==> config.mk <==
export PLATFORM = sky130hd
export DESIGN_NAME = wobble_length_counter
export DESIGN_NICKNAME = d
export VERILOG_FILES = /design/src/hdl/wobble_pkg.sv /design/src/hdl/wobble_length_counter.sv
export SDC_FILE = /design/constraint.sdc
export NUM_CORES = 2
export LEC_CHECK = 0
export ABC_AREA = 1
export CAP_MARGIN = 40
export CORE_ASPECT_RATIO = 1.25
export CORE_MARGIN = 4
export CORE_UTILIZATION = 30
export CTS_CLUSTER_SIZE = 16
export DETAILED_ROUTE_END_ITERATION = 8
export DONT_BUFFER_PORTS = 1
export GPL_TIMING_DRIVEN = 1
export PLACE_DENSITY = 0.52
export SYNTH_ARGS = -nofsm -noshare
export SYNTH_HDL_FRONTEND = slang
export SYNTH_SLANG_ARGS = --single-unit
==> constraint.sdc <==
create_clock -name clk -period 74.8 [get_ports clk]
set_clock_uncertainty 0.2 [all_clocks]
set_input_delay 7.48 -clock clk [delete_from_list [all_inputs] [get_ports clk]]
set_output_delay 7.48 -clock clk [all_outputs]
set_load 0.05 [all_outputs]
==> src/hdl/wobble_pkg.sv <==
// Constants for the wobble, length and count block
// What this block does
// - Reference select: center or maximum frequency
// - Select 0: amplitude is center times percent
// - Select 1: amplitude is maximum times percent
// - Zero amplitude: output equals set frequency
// - Jump is amplitude times jump percent
// - Clamp output between lower and upper limit while amplitude is nonzero
// - Wobble period 0.1 to 3000 s
// - Rise ramp is period times rise percent
// - Fall ramp is period times remainder
// - Length is pulse count over pulses-per-meter
// - Length above target drives function 10
// - Function 28 input clears measured length
// - Final count drives function 8, halts
// - Intermediate count drives function 9
package wobble_pkg;
   localparam int unsigned CLK_HZ      = 40_000_000;
   localparam int unsigned TICK_NS     = 1_000_000;
   localparam int unsigned TICK_CYCLES = TICK_NS / (1_000_000_000 / CLK_HZ);
   localparam int unsigned DIV_STEPS   = 16;
   localparam logic [7:0] A_CTRL = 8'h00;
   localparam logic [7:0] A_AMP  = 8'h04;
   localparam logic [7:0] A_PER  = 8'h08;
   localparam logic [7:0] A_RISE = 8'h0c;
   localparam logic [7:0] A_FREQ = 8'h10;
   localparam logic [7:0] A_LIM  = 8'h14;
   localparam logic [7:0] A_OUTF = 8'h18;
   localparam logic [7:0] A_LSET = 8'h1c;
   localparam logic [7:0] A_PPM  = 8'h20;
   localparam logic [7:0] A_LACT = 8'h24;
   localparam logic [7:0] A_CSET = 8'h28;
   localparam logic [7:0] A_CDES = 8'h2c;
   localparam logic [7:0] A_CVAL = 8'h30;
   localparam logic [7:0] A_IST  = 8'h34;
   localparam logic [7:0] A_IMSK = 8'h38;
   localparam logic [7:0] A_IFN  = 8'h3c;
   localparam logic [7:0] A_OFN  = 8'h40;
   localparam int unsigned HI_POS = 16;
   localparam logic [15:0] RST_PER   = 16'h0064;
   localparam logic [15:0] RST_RISE  = 16'h01f4;
   localparam logic [15:0] RST_PPM   = 16'h03e8;
   localparam logic [15:0] RST_CNT   = 16'h03e8;
   localparam logic [15:0] RST_FREQ  = 16'h1388;
   localparam logic [15:0] MAX_PCT   = 16'h03e8;
   localparam logic [15:0] MAX_JUMP  = 16'h01f4;
   localparam logic [15:0] MAX_PER   = 16'h7530;
   localparam logic [7:0]  FN_CNT_IN = 8'h19;
   localparam logic [7:0]  FN_LEN_IN = 8'h1b;
   localparam logic [7:0]  FN_LEN_RS = 8'h1c;
   localparam logic [7:0]  FN_CNT_FN = 8'h08;
   localparam logic [7:0]  FN_CNT_MD = 8'h09;
   localparam logic [7:0]  FN_LEN_AR = 8'h0a;
   localparam logic [16:0] LEN_STEP  = 17'h0000a;
   typedef enum logic [1:0] {ST_RISE = 2'b01, ST_FALL = 2'b10} ramp_t;
endpackage

==> src/hdl/wobble_length_counter.sv <==
// Wobble generator, length meter and pulse counter with APB registers
//
// The APB slave port and the placing of the registers were left to the implementer.
module wobble_length_counter #(
   parameter int unsigned TICK_CYCLES = wobble_pkg::TICK_CYCLES
) (
   input  wire logic        clk,
   input  wire logic        rst,
   input  wire logic [7:0]  paddr,
   input  wire logic        psel,
   input  wire logic        penable,
   input  wire logic        pwrite,
   input  wire logic [31:0] pwdata,
   output logic      [31:0] prdata,
   output logic             pready,
   output logic             pslverr,
   input  wire logic [3:0]  multi_function_input,
   output logic      [1:0]  multi_function_output,
   output logic      [15:0] out_freq,
   output logic             irq
);
   function automatic logic [15:0] clampu(input logic [15:0] v, lo, hi);
      clampu = (v < lo) ? lo : ((v > hi) ? hi : v);
   endfunction
   function automatic logic any_fn(input logic [3:0] lv, input logic [31:0] map,
                                   input logic [7:0] code);
      any_fn = 1'b0;
      for (int i = 0; i < 4; i++) begin
         if (lv[i] && map[8*i +: 8] == code) begin
            any_fn = 1'b1;
         end
      end
   endfunction
   function automatic logic out_fn(input logic [7:0] code, input logic cf, cm, la);
      out_fn = (code == wobble_pkg::FN_CNT_FN) ? cf :
               (code == wobble_pkg::FN_CNT_MD) ? cm :
               (code == wobble_pkg::FN_LEN_AR) ? la : 1'b0;
   endfunction

   ////////////////////////////////////////////////////////////////////////////////
   logic        ref_sel_q;
   logic [15:0] amp_q, jump_q, per_q, rise_q, cen_q, max_q, lo_q, hi_q;
   logic [15:0] lset_q, ppm_q, cset_q, cdes_q;
   logic [3:0]  ist_q, imsk_q;
   logic [31:0] ifn_q;
   logic [15:0] ofn_q;
   logic        wr, rd, hit, cnt_clr;
   assign wr = psel && penable && pwrite;
   assign rd = psel && !penable;
   assign pready = 1'b1;
   assign pslverr = psel && penable && !hit;
   always_comb begin
      unique case (paddr)
         wobble_pkg::A_CTRL, wobble_pkg::A_AMP, wobble_pkg::A_PER, wobble_pkg::A_RISE,
         wobble_pkg::A_FREQ, wobble_pkg::A_LIM, wobble_pkg::A_OUTF, wobble_pkg::A_LSET,
         wobble_pkg::A_PPM, wobble_pkg::A_LACT, wobble_pkg::A_CSET, wobble_pkg::A_CDES,
         wobble_pkg::A_CVAL, wobble_pkg::A_IST, wobble_pkg::A_IMSK, wobble_pkg::A_IFN,
         wobble_pkg::A_OFN: hit = 1'b1;
         default: hit = 1'b0;
      endcase
   end
   assign cnt_clr = wr && paddr == wobble_pkg::A_CTRL && pwdata[1];

   always_ff @(posedge clk or posedge rst) begin
      if (rst) begin
         ref_sel_q <= 1'b0;
         amp_q  <= '0;
         jump_q <= '0;
         per_q  <= wobble_pkg::RST_PER;
         rise_q <= wobble_pkg::RST_RISE;
         cen_q  <= wobble_pkg::RST_FREQ;
         max_q  <= wobble_pkg::RST_FREQ;
         lo_q   <= '0;
         hi_q   <= wobble_pkg::RST_FREQ;
         lset_q <= '0;
         ppm_q  <= wobble_pkg::RST_PPM;
         cset_q <= wobble_pkg::RST_CNT;
         cdes_q <= wobble_pkg::RST_CNT;
         imsk_q <= '0;
         ifn_q  <= '0;
         ofn_q  <= '0;
      end else if (wr) begin
         unique case (paddr)
            wobble_pkg::A_CTRL: ref_sel_q <= pwdata[0];
            wobble_pkg::A_AMP: begin
               amp_q  <= pwdata[15:0];
               jump_q <= pwdata[31:16];
            end
            wobble_pkg::A_PER:  per_q  <= pwdata[15:0];
            wobble_pkg::A_RISE: rise_q <= pwdata[15:0];
            wobble_pkg::A_FREQ: begin
               cen_q <= pwdata[15:0];
               max_q <= pwdata[31:16];
            end
            wobble_pkg::A_LIM: begin
               lo_q <= pwdata[15:0];
               hi_q <= pwdata[31:16];
            end
            wobble_pkg::A_LSET: lset_q <= pwdata[15:0];
            wobble_pkg::A_PPM:  ppm_q  <= pwdata[15:0];
            wobble_pkg::A_CSET: cset_q <= pwdata[15:0];
            wobble_pkg::A_CDES: cdes_q <= pwdata[15:0];
            wobble_pkg::A_IMSK: imsk_q <= pwdata[3:0];
            wobble_pkg::A_IFN:  ifn_q  <= pwdata;
            wobble_pkg::A_OFN:  ofn_q  <= pwdata[15:0];
            default: ;
         endcase
      end
   end

   ////////////////////////////////////////////////////////////////////////////////
   // Pins cross from the terminal side through two flops
   logic [3:0] mfi_s1_q, mfi_s2_q, mfi_s3_q;
   always_ff @(posedge clk or posedge rst) begin
      if (rst) begin
         mfi_s1_q <= '0;
         mfi_s2_q <= '0;
         mfi_s3_q <= '0;
      end else begin
         mfi_s1_q <= multi_function_input;
         mfi_s2_q <= mfi_s1_q;
         mfi_s3_q <= mfi_s2_q;
      end
   end
   logic [3:0] mfi_rise;
   logic       len_pulse, cnt_pulse, len_rst;
   assign mfi_rise  = mfi_s2_q & ~mfi_s3_q;
   assign len_pulse = any_fn(mfi_rise, ifn_q, wobble_pkg::FN_LEN_IN);
   assign cnt_pulse = any_fn(mfi_rise, ifn_q, wobble_pkg::FN_CNT_IN);
   assign len_rst   = any_fn(mfi_s2_q, ifn_q, wobble_pkg::FN_LEN_RS);

   ////////////////////////////////////////////////////////////////////////////////
   // Settings clamped to their legal spans
   logic [15:0] amp_e, jump_e, per_e, rise_e, ppm_e, base;
   logic [25:0] aw_prod, jp_prod;
   logic [15:0] aw, jmp;
   logic [21:0] full_ms, rise_ms, fall_ms, dur;
   logic [25:0] rise_prod;
   assign amp_e  = clampu(amp_q, 16'h0000, wobble_pkg::MAX_PCT);
   assign jump_e = clampu(jump_q, 16'h0000, wobble_pkg::MAX_JUMP);
   assign per_e  = clampu(per_q, 16'h0001, wobble_pkg::MAX_PER);
   assign rise_e = clampu(rise_q, 16'h0001, wobble_pkg::MAX_PCT);
   assign ppm_e  = clampu(ppm_q, 16'h0001, 16'hffff);
   assign base    = ref_sel_q ? max_q : cen_q;
   assign aw_prod = base * amp_e[9:0];
   assign aw      = 16'(aw_prod / 26'd1000);
   assign jp_prod = aw * jump_e[9:0];
   assign jmp     = 16'(jp_prod / 26'd1000);
   assign full_ms   = 22'(per_e) * 22'd100;
   assign rise_prod = per_e[14:0] * rise_e[10:0];
   assign rise_ms   = clampu22(22'(rise_prod / 26'd10));
   assign fall_ms   = full_ms - rise_ms;
   function automatic logic [21:0] clamp22(input logic [21:0] v);
      clamp22 = (v == '0) ? 22'h000001 : v;
   endfunction
   function automatic logic [21:0] clampu22(input logic [21:0] v);
      clampu22 = clamp22(v);
   endfunction

   ////////////////////////////////////////////////////////////////////////////////
   // Millisecond tick and ramp phase
   logic [31:0]       tick_cnt_q;
   logic              tick, cyc_done;
   logic [21:0]       t_q;
   wobble_pkg::ramp_t st_q;
   assign tick = tick_cnt_q == TICK_CYCLES - 1;
   assign dur  = (st_q == wobble_pkg::ST_FALL) ? fall_ms : rise_ms;
   assign cyc_done = tick && st_q == wobble_pkg::ST_FALL && t_q + 22'd1 >= fall_ms;
   always_ff @(posedge clk or posedge rst) begin
      if (rst) begin
         tick_cnt_q <= '0;
      end else begin
         tick_cnt_q <= tick ? '0 : tick_cnt_q + 32'd1;
      end
   end
   always_ff @(posedge clk or posedge rst) begin
      if (rst) begin
         st_q <= wobble_pkg::ST_RISE;
         t_q  <= '0;
      end else if (tick) begin
         unique case (st_q)
            wobble_pkg::ST_RISE: begin
               if (t_q + 22'd1 >= rise_ms) begin
                  t_q <= '0;
                  if (fall_ms != '0) begin
                     st_q <= wobble_pkg::ST_FALL;
                  end
               end else begin
                  t_q <= t_q + 22'd1;
               end
            end
            wobble_pkg::ST_FALL: begin
               if (t_q + 22'd1 >= fall_ms) begin
                  t_q  <= '0;
                  st_q <= wobble_pkg::ST_RISE;
               end else begin
                  t_q <= t_q + 22'd1;
               end
            end
            default: begin
               st_q <= wobble_pkg::ST_RISE;
               t_q  <= '0;
            end
         endcase
      end
   end

   // Serial divider gives the ramp fraction t/dur; sixteen cycles per tick keeps it small
   logic        div_go_q, busy_q;
   logic [4:0]  dcnt_q;
   logic [22:0] rem_q, rem2;
   logic [15:0] quo_q, frac_q;
   logic        qbit;
   assign rem2 = {rem_q[21:0], 1'b0};
   assign qbit = rem2 >= {1'b0, dur};
   always_ff @(posedge clk or posedge rst) begin
      if (rst) begin
         div_go_q <= 1'b0;
         busy_q   <= 1'b0;
         dcnt_q   <= '0;
         rem_q    <= '0;
         quo_q    <= '0;
         frac_q   <= '0;
      end else begin
         div_go_q <= tick;
         if (div_go_q) begin
            busy_q <= 1'b1;
            dcnt_q <= '0;
            rem_q  <= {1'b0, t_q};
         end else if (busy_q) begin
            rem_q  <= qbit ? rem2 - {1'b0, dur} : rem2;
            quo_q  <= {quo_q[14:0], qbit};
            dcnt_q <= dcnt_q + 5'd1;
            if (dcnt_q == 5'(wobble_pkg::DIV_STEPS - 1)) begin
               busy_q <= 1'b0;
               frac_q <= {quo_q[14:0], qbit};
            end
         end
         // A new ramp starts at zero; the old fraction would spike the output
         if (tick && t_q + 22'd1 >= dur) begin
            frac_q <= '0;
         end
      end
   end

   // Triangle from -aw+jump up to +aw, then from +aw-jump down to -aw
   logic [16:0]        span;
   logic [32:0]        dprod;
   logic signed [19:0] off, fsum;
   logic [15:0]        fout;
   assign span  = {aw, 1'b0} - {1'b0, jmp};
   assign dprod = span * frac_q;
   always_comb begin
      if (st_q == wobble_pkg::ST_RISE) begin
         off = -$signed({4'h0, aw}) + $signed({4'h0, jmp}) + $signed({3'h0, dprod[32:16]});
      end else begin
         off = $signed({4'h0, aw}) - $signed({4'h0, jmp}) - $signed({3'h0, dprod[32:16]});
      end
      fsum = $signed({4'h0, cen_q}) + off;
      if (fsum < $signed({4'h0, lo_q})) begin
         fout = lo_q;
      end else if (fsum > $signed({4'h0, hi_q})) begin
         fout = hi_q;
      end else begin
         fout = fsum[15:0];
      end
   end
   always_ff @(posedge clk or posedge rst) begin
      if (rst) begin
         out_freq <= '0;
      end else begin
         out_freq <= (amp_e == '0) ? cen_q : fout;
      end
   end

   ////////////////////////////////////////////////////////////////////////////////
   // Length: each pulse adds ten tenths; one ppm drained per cycle bounds the pulse rate
   logic [16:0] acc_q;
   logic [15:0] len_q, cnt_q;
   logic        acc_ge, len_ar_q, cfin_q, cmid_q;
   assign acc_ge = acc_q >= {1'b0, ppm_e};
   always_ff @(posedge clk or posedge rst) begin
      if (rst) begin
         acc_q <= '0;
         len_q <= '0;
      end else if (len_rst) begin
         acc_q <= '0;
         len_q <= '0;
      end else begin
         acc_q <= acc_q - (acc_ge ? {1'b0, ppm_e} : 17'h00000)
                  + (len_pulse ? wobble_pkg::LEN_STEP : 17'h00000);
         if (acc_ge && len_q != 16'hffff) begin
            len_q <= len_q + 16'd1;
         end
      end
   end
   always_ff @(posedge clk or posedge rst) begin
      if (rst) begin
         cnt_q <= '0;
      end else if (cnt_clr) begin
         cnt_q <= '0;
      end else if (cnt_pulse && cnt_q < cset_q) begin
         cnt_q <= cnt_q + 16'd1;
      end
   end
   always_ff @(posedge clk or posedge rst) begin
      if (rst) begin
         len_ar_q <= 1'b0;
         cfin_q   <= 1'b0;
         cmid_q   <= 1'b0;
         multi_function_output <= '0;
      end else begin
         len_ar_q <= len_q > lset_q;
         cfin_q   <= cnt_q >= cset_q;
         cmid_q   <= cnt_q >= cdes_q;
         for (int i = 0; i < 2; i++) begin
            multi_function_output[i] <= out_fn(ofn_q[8*i +: 8], cfin_q, cmid_q, len_ar_q);
         end
      end
   end

   ////////////////////////////////////////////////////////////////////////////////
   // Sticky events; a new event beats a same-cycle clear
   logic [3:0] ev;
   logic [2:0] prev_q;
   assign ev = {cyc_done, {cmid_q, cfin_q, len_ar_q} & ~prev_q};
   always_ff @(posedge clk or posedge rst) begin
      if (rst) begin
         prev_q <= '0;
         ist_q  <= '0;
         irq    <= 1'b0;
      end else begin
         prev_q <= {cmid_q, cfin_q, len_ar_q};
         ist_q  <= (ist_q & ~((wr && paddr == wobble_pkg::A_IST) ? pwdata[3:0] : 4'h0)) | ev;
         irq    <= |(ist_q & imsk_q);
      end
   end
   always_ff @(posedge clk or posedge rst) begin
      if (rst) begin
         prdata <= '0;
      end else if (rd) begin
         unique case (paddr)
            wobble_pkg::A_CTRL: prdata <= {31'h0, ref_sel_q};
            wobble_pkg::A_AMP:  prdata <= {jump_q, amp_q};
            wobble_pkg::A_PER:  prdata <= {16'h0, per_q};
            wobble_pkg::A_RISE: prdata <= {16'h0, rise_q};
            wobble_pkg::A_FREQ: prdata <= {max_q, cen_q};
            wobble_pkg::A_LIM:  prdata <= {hi_q, lo_q};
            wobble_pkg::A_OUTF: prdata <= {16'h0, out_freq};
            wobble_pkg::A_LSET: prdata <= {16'h0, lset_q};
            wobble_pkg::A_PPM:  prdata <= {16'h0, ppm_q};
            wobble_pkg::A_LACT: prdata <= {16'h0, len_q};
            wobble_pkg::A_CSET: prdata <= {16'h0, cset_q};
            wobble_pkg::A_CDES: prdata <= {16'h0, cdes_q};
            wobble_pkg::A_CVAL: prdata <= {16'h0, cnt_q};
            wobble_pkg::A_IST:  prdata <= {28'h0, ist_q};
            wobble_pkg::A_IMSK: prdata <= {28'h0, imsk_q};
            wobble_pkg::A_IFN:  prdata <= ifn_q;
            wobble_pkg::A_OFN:  prdata <= {16'h0, ofn_q};
            default:            prdata <= '0;
         endcase
      end
   end
endmodule

==> impl_metrics.tcl <==
set metrics [dict create \
    clock.fmax_mhz 21.2 \
    crit_type "reg -> reg" \
    drt-initial-drc-count 3481 \
    slew_violations 0 \
    grtUsageMet3 0.0184 \
    worst_pin_slew_ns 0.942 \
    grt_pass1_vias 60600 \
    clk_path_buf_depth 3 \
    rrSetupSlack_ns 27.58 \
    drv_cap 0 \
    place_ws_ns 27.66 \
    cts-resized-gates 0 \
    finalHoldViolCount 0 \
    overflow 0 \
    yosysTopAreaCellShare 0.172 \
    period_needed_ns 47.22 \
    crit_family "simple AND/OR/NAND/NOR gates" \
    synth_area_mm2 0.0673 \
    grt_pass1_wl_um 350000 \
    nets 10400 \
    synth-main-ff-cell "dfrtp_1" \
    design_area_mm2 0.0732 \
    cp_data_required_time_ns 75.20 \
    clk_pin_slew_ns 0.07 \
    hold_class "reg -> reg" \
    clk_latency_ns 0.68 \
    slowest_stage "nor2_1" \
    path_common_cell "nand2_1" \
    htreeDepth 2 \
    fin_ws_ns 27.58 \
    synth_edf_count 0 \
    cp-start-kind "flip-flop" \
    synthTopCellsByArea "fa_1, dfrtp_1, ha_1" \
    fp-row-count 194 \
    hold_buffers 0 \
    arrival_ns 47.62 \
    io_pins 102 \
    crit_start "amp_q[3]" \
    slowest_delay_ns 0.81 \
    cts_setup_buffers 0 \
    setup_viol 0 \
    final_cell_count_no_fill 12100 \
    final_common_cell "nand2_1" \
    grt_max_degree 136 \
    first_pass_iters 8 \
    cp_max_fo 17 \
    dp_hpwl_um 188000 \
    r2r-end "out_freq[0]" \
    top_usage_layer "met2" \
    cp_num_buf_inv 39 \
    cts_buffers 56 \
    ctsRootBufferMaster "clkbuf_16" \
    grt_use_met1 0.230 \
    status "completed" \
    relSlewSlack 0.370 \
    synth_top_area_cell "fa_1" \
    synth_cells 9138 \
    synth_warnings 0 \
    cts_tree "done" \
    gp_congestion 0.940 \
    fp.dieH_um 538 \
    seq_area_frac_synth 0.180 \
    rsz0062_at_grt "false" \
    cp_num_cells 294 \
    final_cell_mix "nand2_1, inv_1, nor2_1" \
    die_area_mm2 0.232 \
    placed_cell_area_mm2 0.0712 \
    drtAntennaViolNets 0 \
    routed_wl_um 225000 \
    reg2regPathDepth 294 \
    endpoint_kind "flip-flop" \
    grt_usage 0.191 \
    num_vias 59600 \
    nFillCells 24100 \
    areaGrowthSynthToFinish_pct 8.74 \
    period_share 0.631 \
    wl_per_cell_um 18.6 \
    drive_above_1_share 0.0844 \
    yosys.cell_types.count 99 \
    portBuffers 0 \
    placed_cells 12000 \
    die_w_um 432 \
    vias_per_cell 4.92 \
    fp.coreArea_mm2 0.223 \
    initial_core_util 0.301 \
    met2_usage 0.350 \
    r2r-start "amp_q[3]" \
    post-route-drc-count 0 \
    setup-tns-final_ns 0 \
    synth_async_sr_flop_share 1.00 \
    ys_seq_elements 483 \
    avgSynthCellArea_um2 7.37 \
    antenna_found_initial 7 \
    endpoint "out_freq[0]" \
    clock_sinks 483 \
]
area by class of cell:
cell class | instances | area (um^2) | area share
multi-input cells | 6674 | 47500 | 0.649
flip-flops and latches | 483 | 12100 | 0.166
inverters | 1811 | 6860 | 0.0938
well taps | 2940 | 3680 | 0.0503
clock buffers | 82 | 1650 | 0.0225
repair buffers | 94 | 1110 | 0.0151
clock inverters | 23 | 265 | 0.00362
diodes | 5 | 12.5 | 0.000171
metrics by stage:
| stage | util | hold slack (ns) |
|---|---|---|
| finish | 0.328 | 0.150 |
| floorplan | - | 0.131 |
| CTS | 0.328 | 0.151 |
| detailed placement | 0.319 | 0.136 |
| global route | 0.328 | 0.157 |
| global placement | 0.316 | 0.136 |
state kept, by name, indices dropped and copies added (netlist names), 17 cells and up:
register	flops
acc_q	17
ifn_q	32
prdata	32
rem_q	22
t_q	22
tick_cnt_q	32
cell usage after synthesis (34+ instances only):
cell	number
clkbuf_1	167
inv_2	64
ha_1	663
nand2_1	2000
nand2_2	168
xnor2_1	56
o21ai_1	60
o21ai_0	530
inv_1	1703
xor2_1	177
nand2_4	55
nor4_1	34
nand3_1	380
nand4_1	91
nor2_1	737
o21bai_1	37
a221oi_1	47
dfrtp_1	440
dfstp_2	43
fa_1	578
nor3_1	90
a21oi_1	382
nor2_2	39
o22ai_1	67
nand3_2	53
per-layer routing:
metal / vias up / routed length (um)
met5: - / 0
met4: 0 / 10900
met3: 388 / 9290
met2: 1441 / 113000
met1: 28900 / 92100
li1: 28900 / -
worst min path at each step:
stage | startpoint | end | slack (ns) | cells past startpoint
global placement | mfi_s1_q[2] | mfi_s2_q[2] | 0.14 | 0
floorplan | mfi_s1_q[0] | mfi_s2_q[0] | 0.13 | 0
finish | mfi_s1_q[0] | mfi_s2_q[0] | 0.15 | 0
detailed placement | mfi_s1_q[2] | mfi_s2_q[2] | 0.14 | 0
global route | mfi_s1_q[0] | mfi_s2_q[0] | 0.16 | 0
CTS | mfi_s1_q[2] | mfi_s2_q[2] | 0.15 | 0
worst reg2reg max path: cells and delay by family (launching register included):
| family | cells | cell delay (ns) |
|---|---|---|
| compound gates | 35 | 6.50 |
| flops | 1 | 0.38 |
| buf+inv | 39 | 4.28 |
| simple gates | 192 | 23.79 |
| xor+xnor | 5 | 1.58 |
| fa+ha+maj | 23 | 10.39 |
logic make-up after synthesis:
group                      Yosys count  share of synthesized area
DFF                                483                      0.180
adders and majority gates         1241                      0.295
muxes                                2                   0.000297
and+or+nand+nor                   3777                      0.254
AOI/OAI and AO/OA                 1382                      0.122
buffers and inverters             2013                      0.117
other                                2                   0.000112
xor gates and xnor gates           238                     0.0317
Power is left out: the tool's default activity adds up to more than one toggle a clock period on the data nets, which glitch-free logic cannot reach.
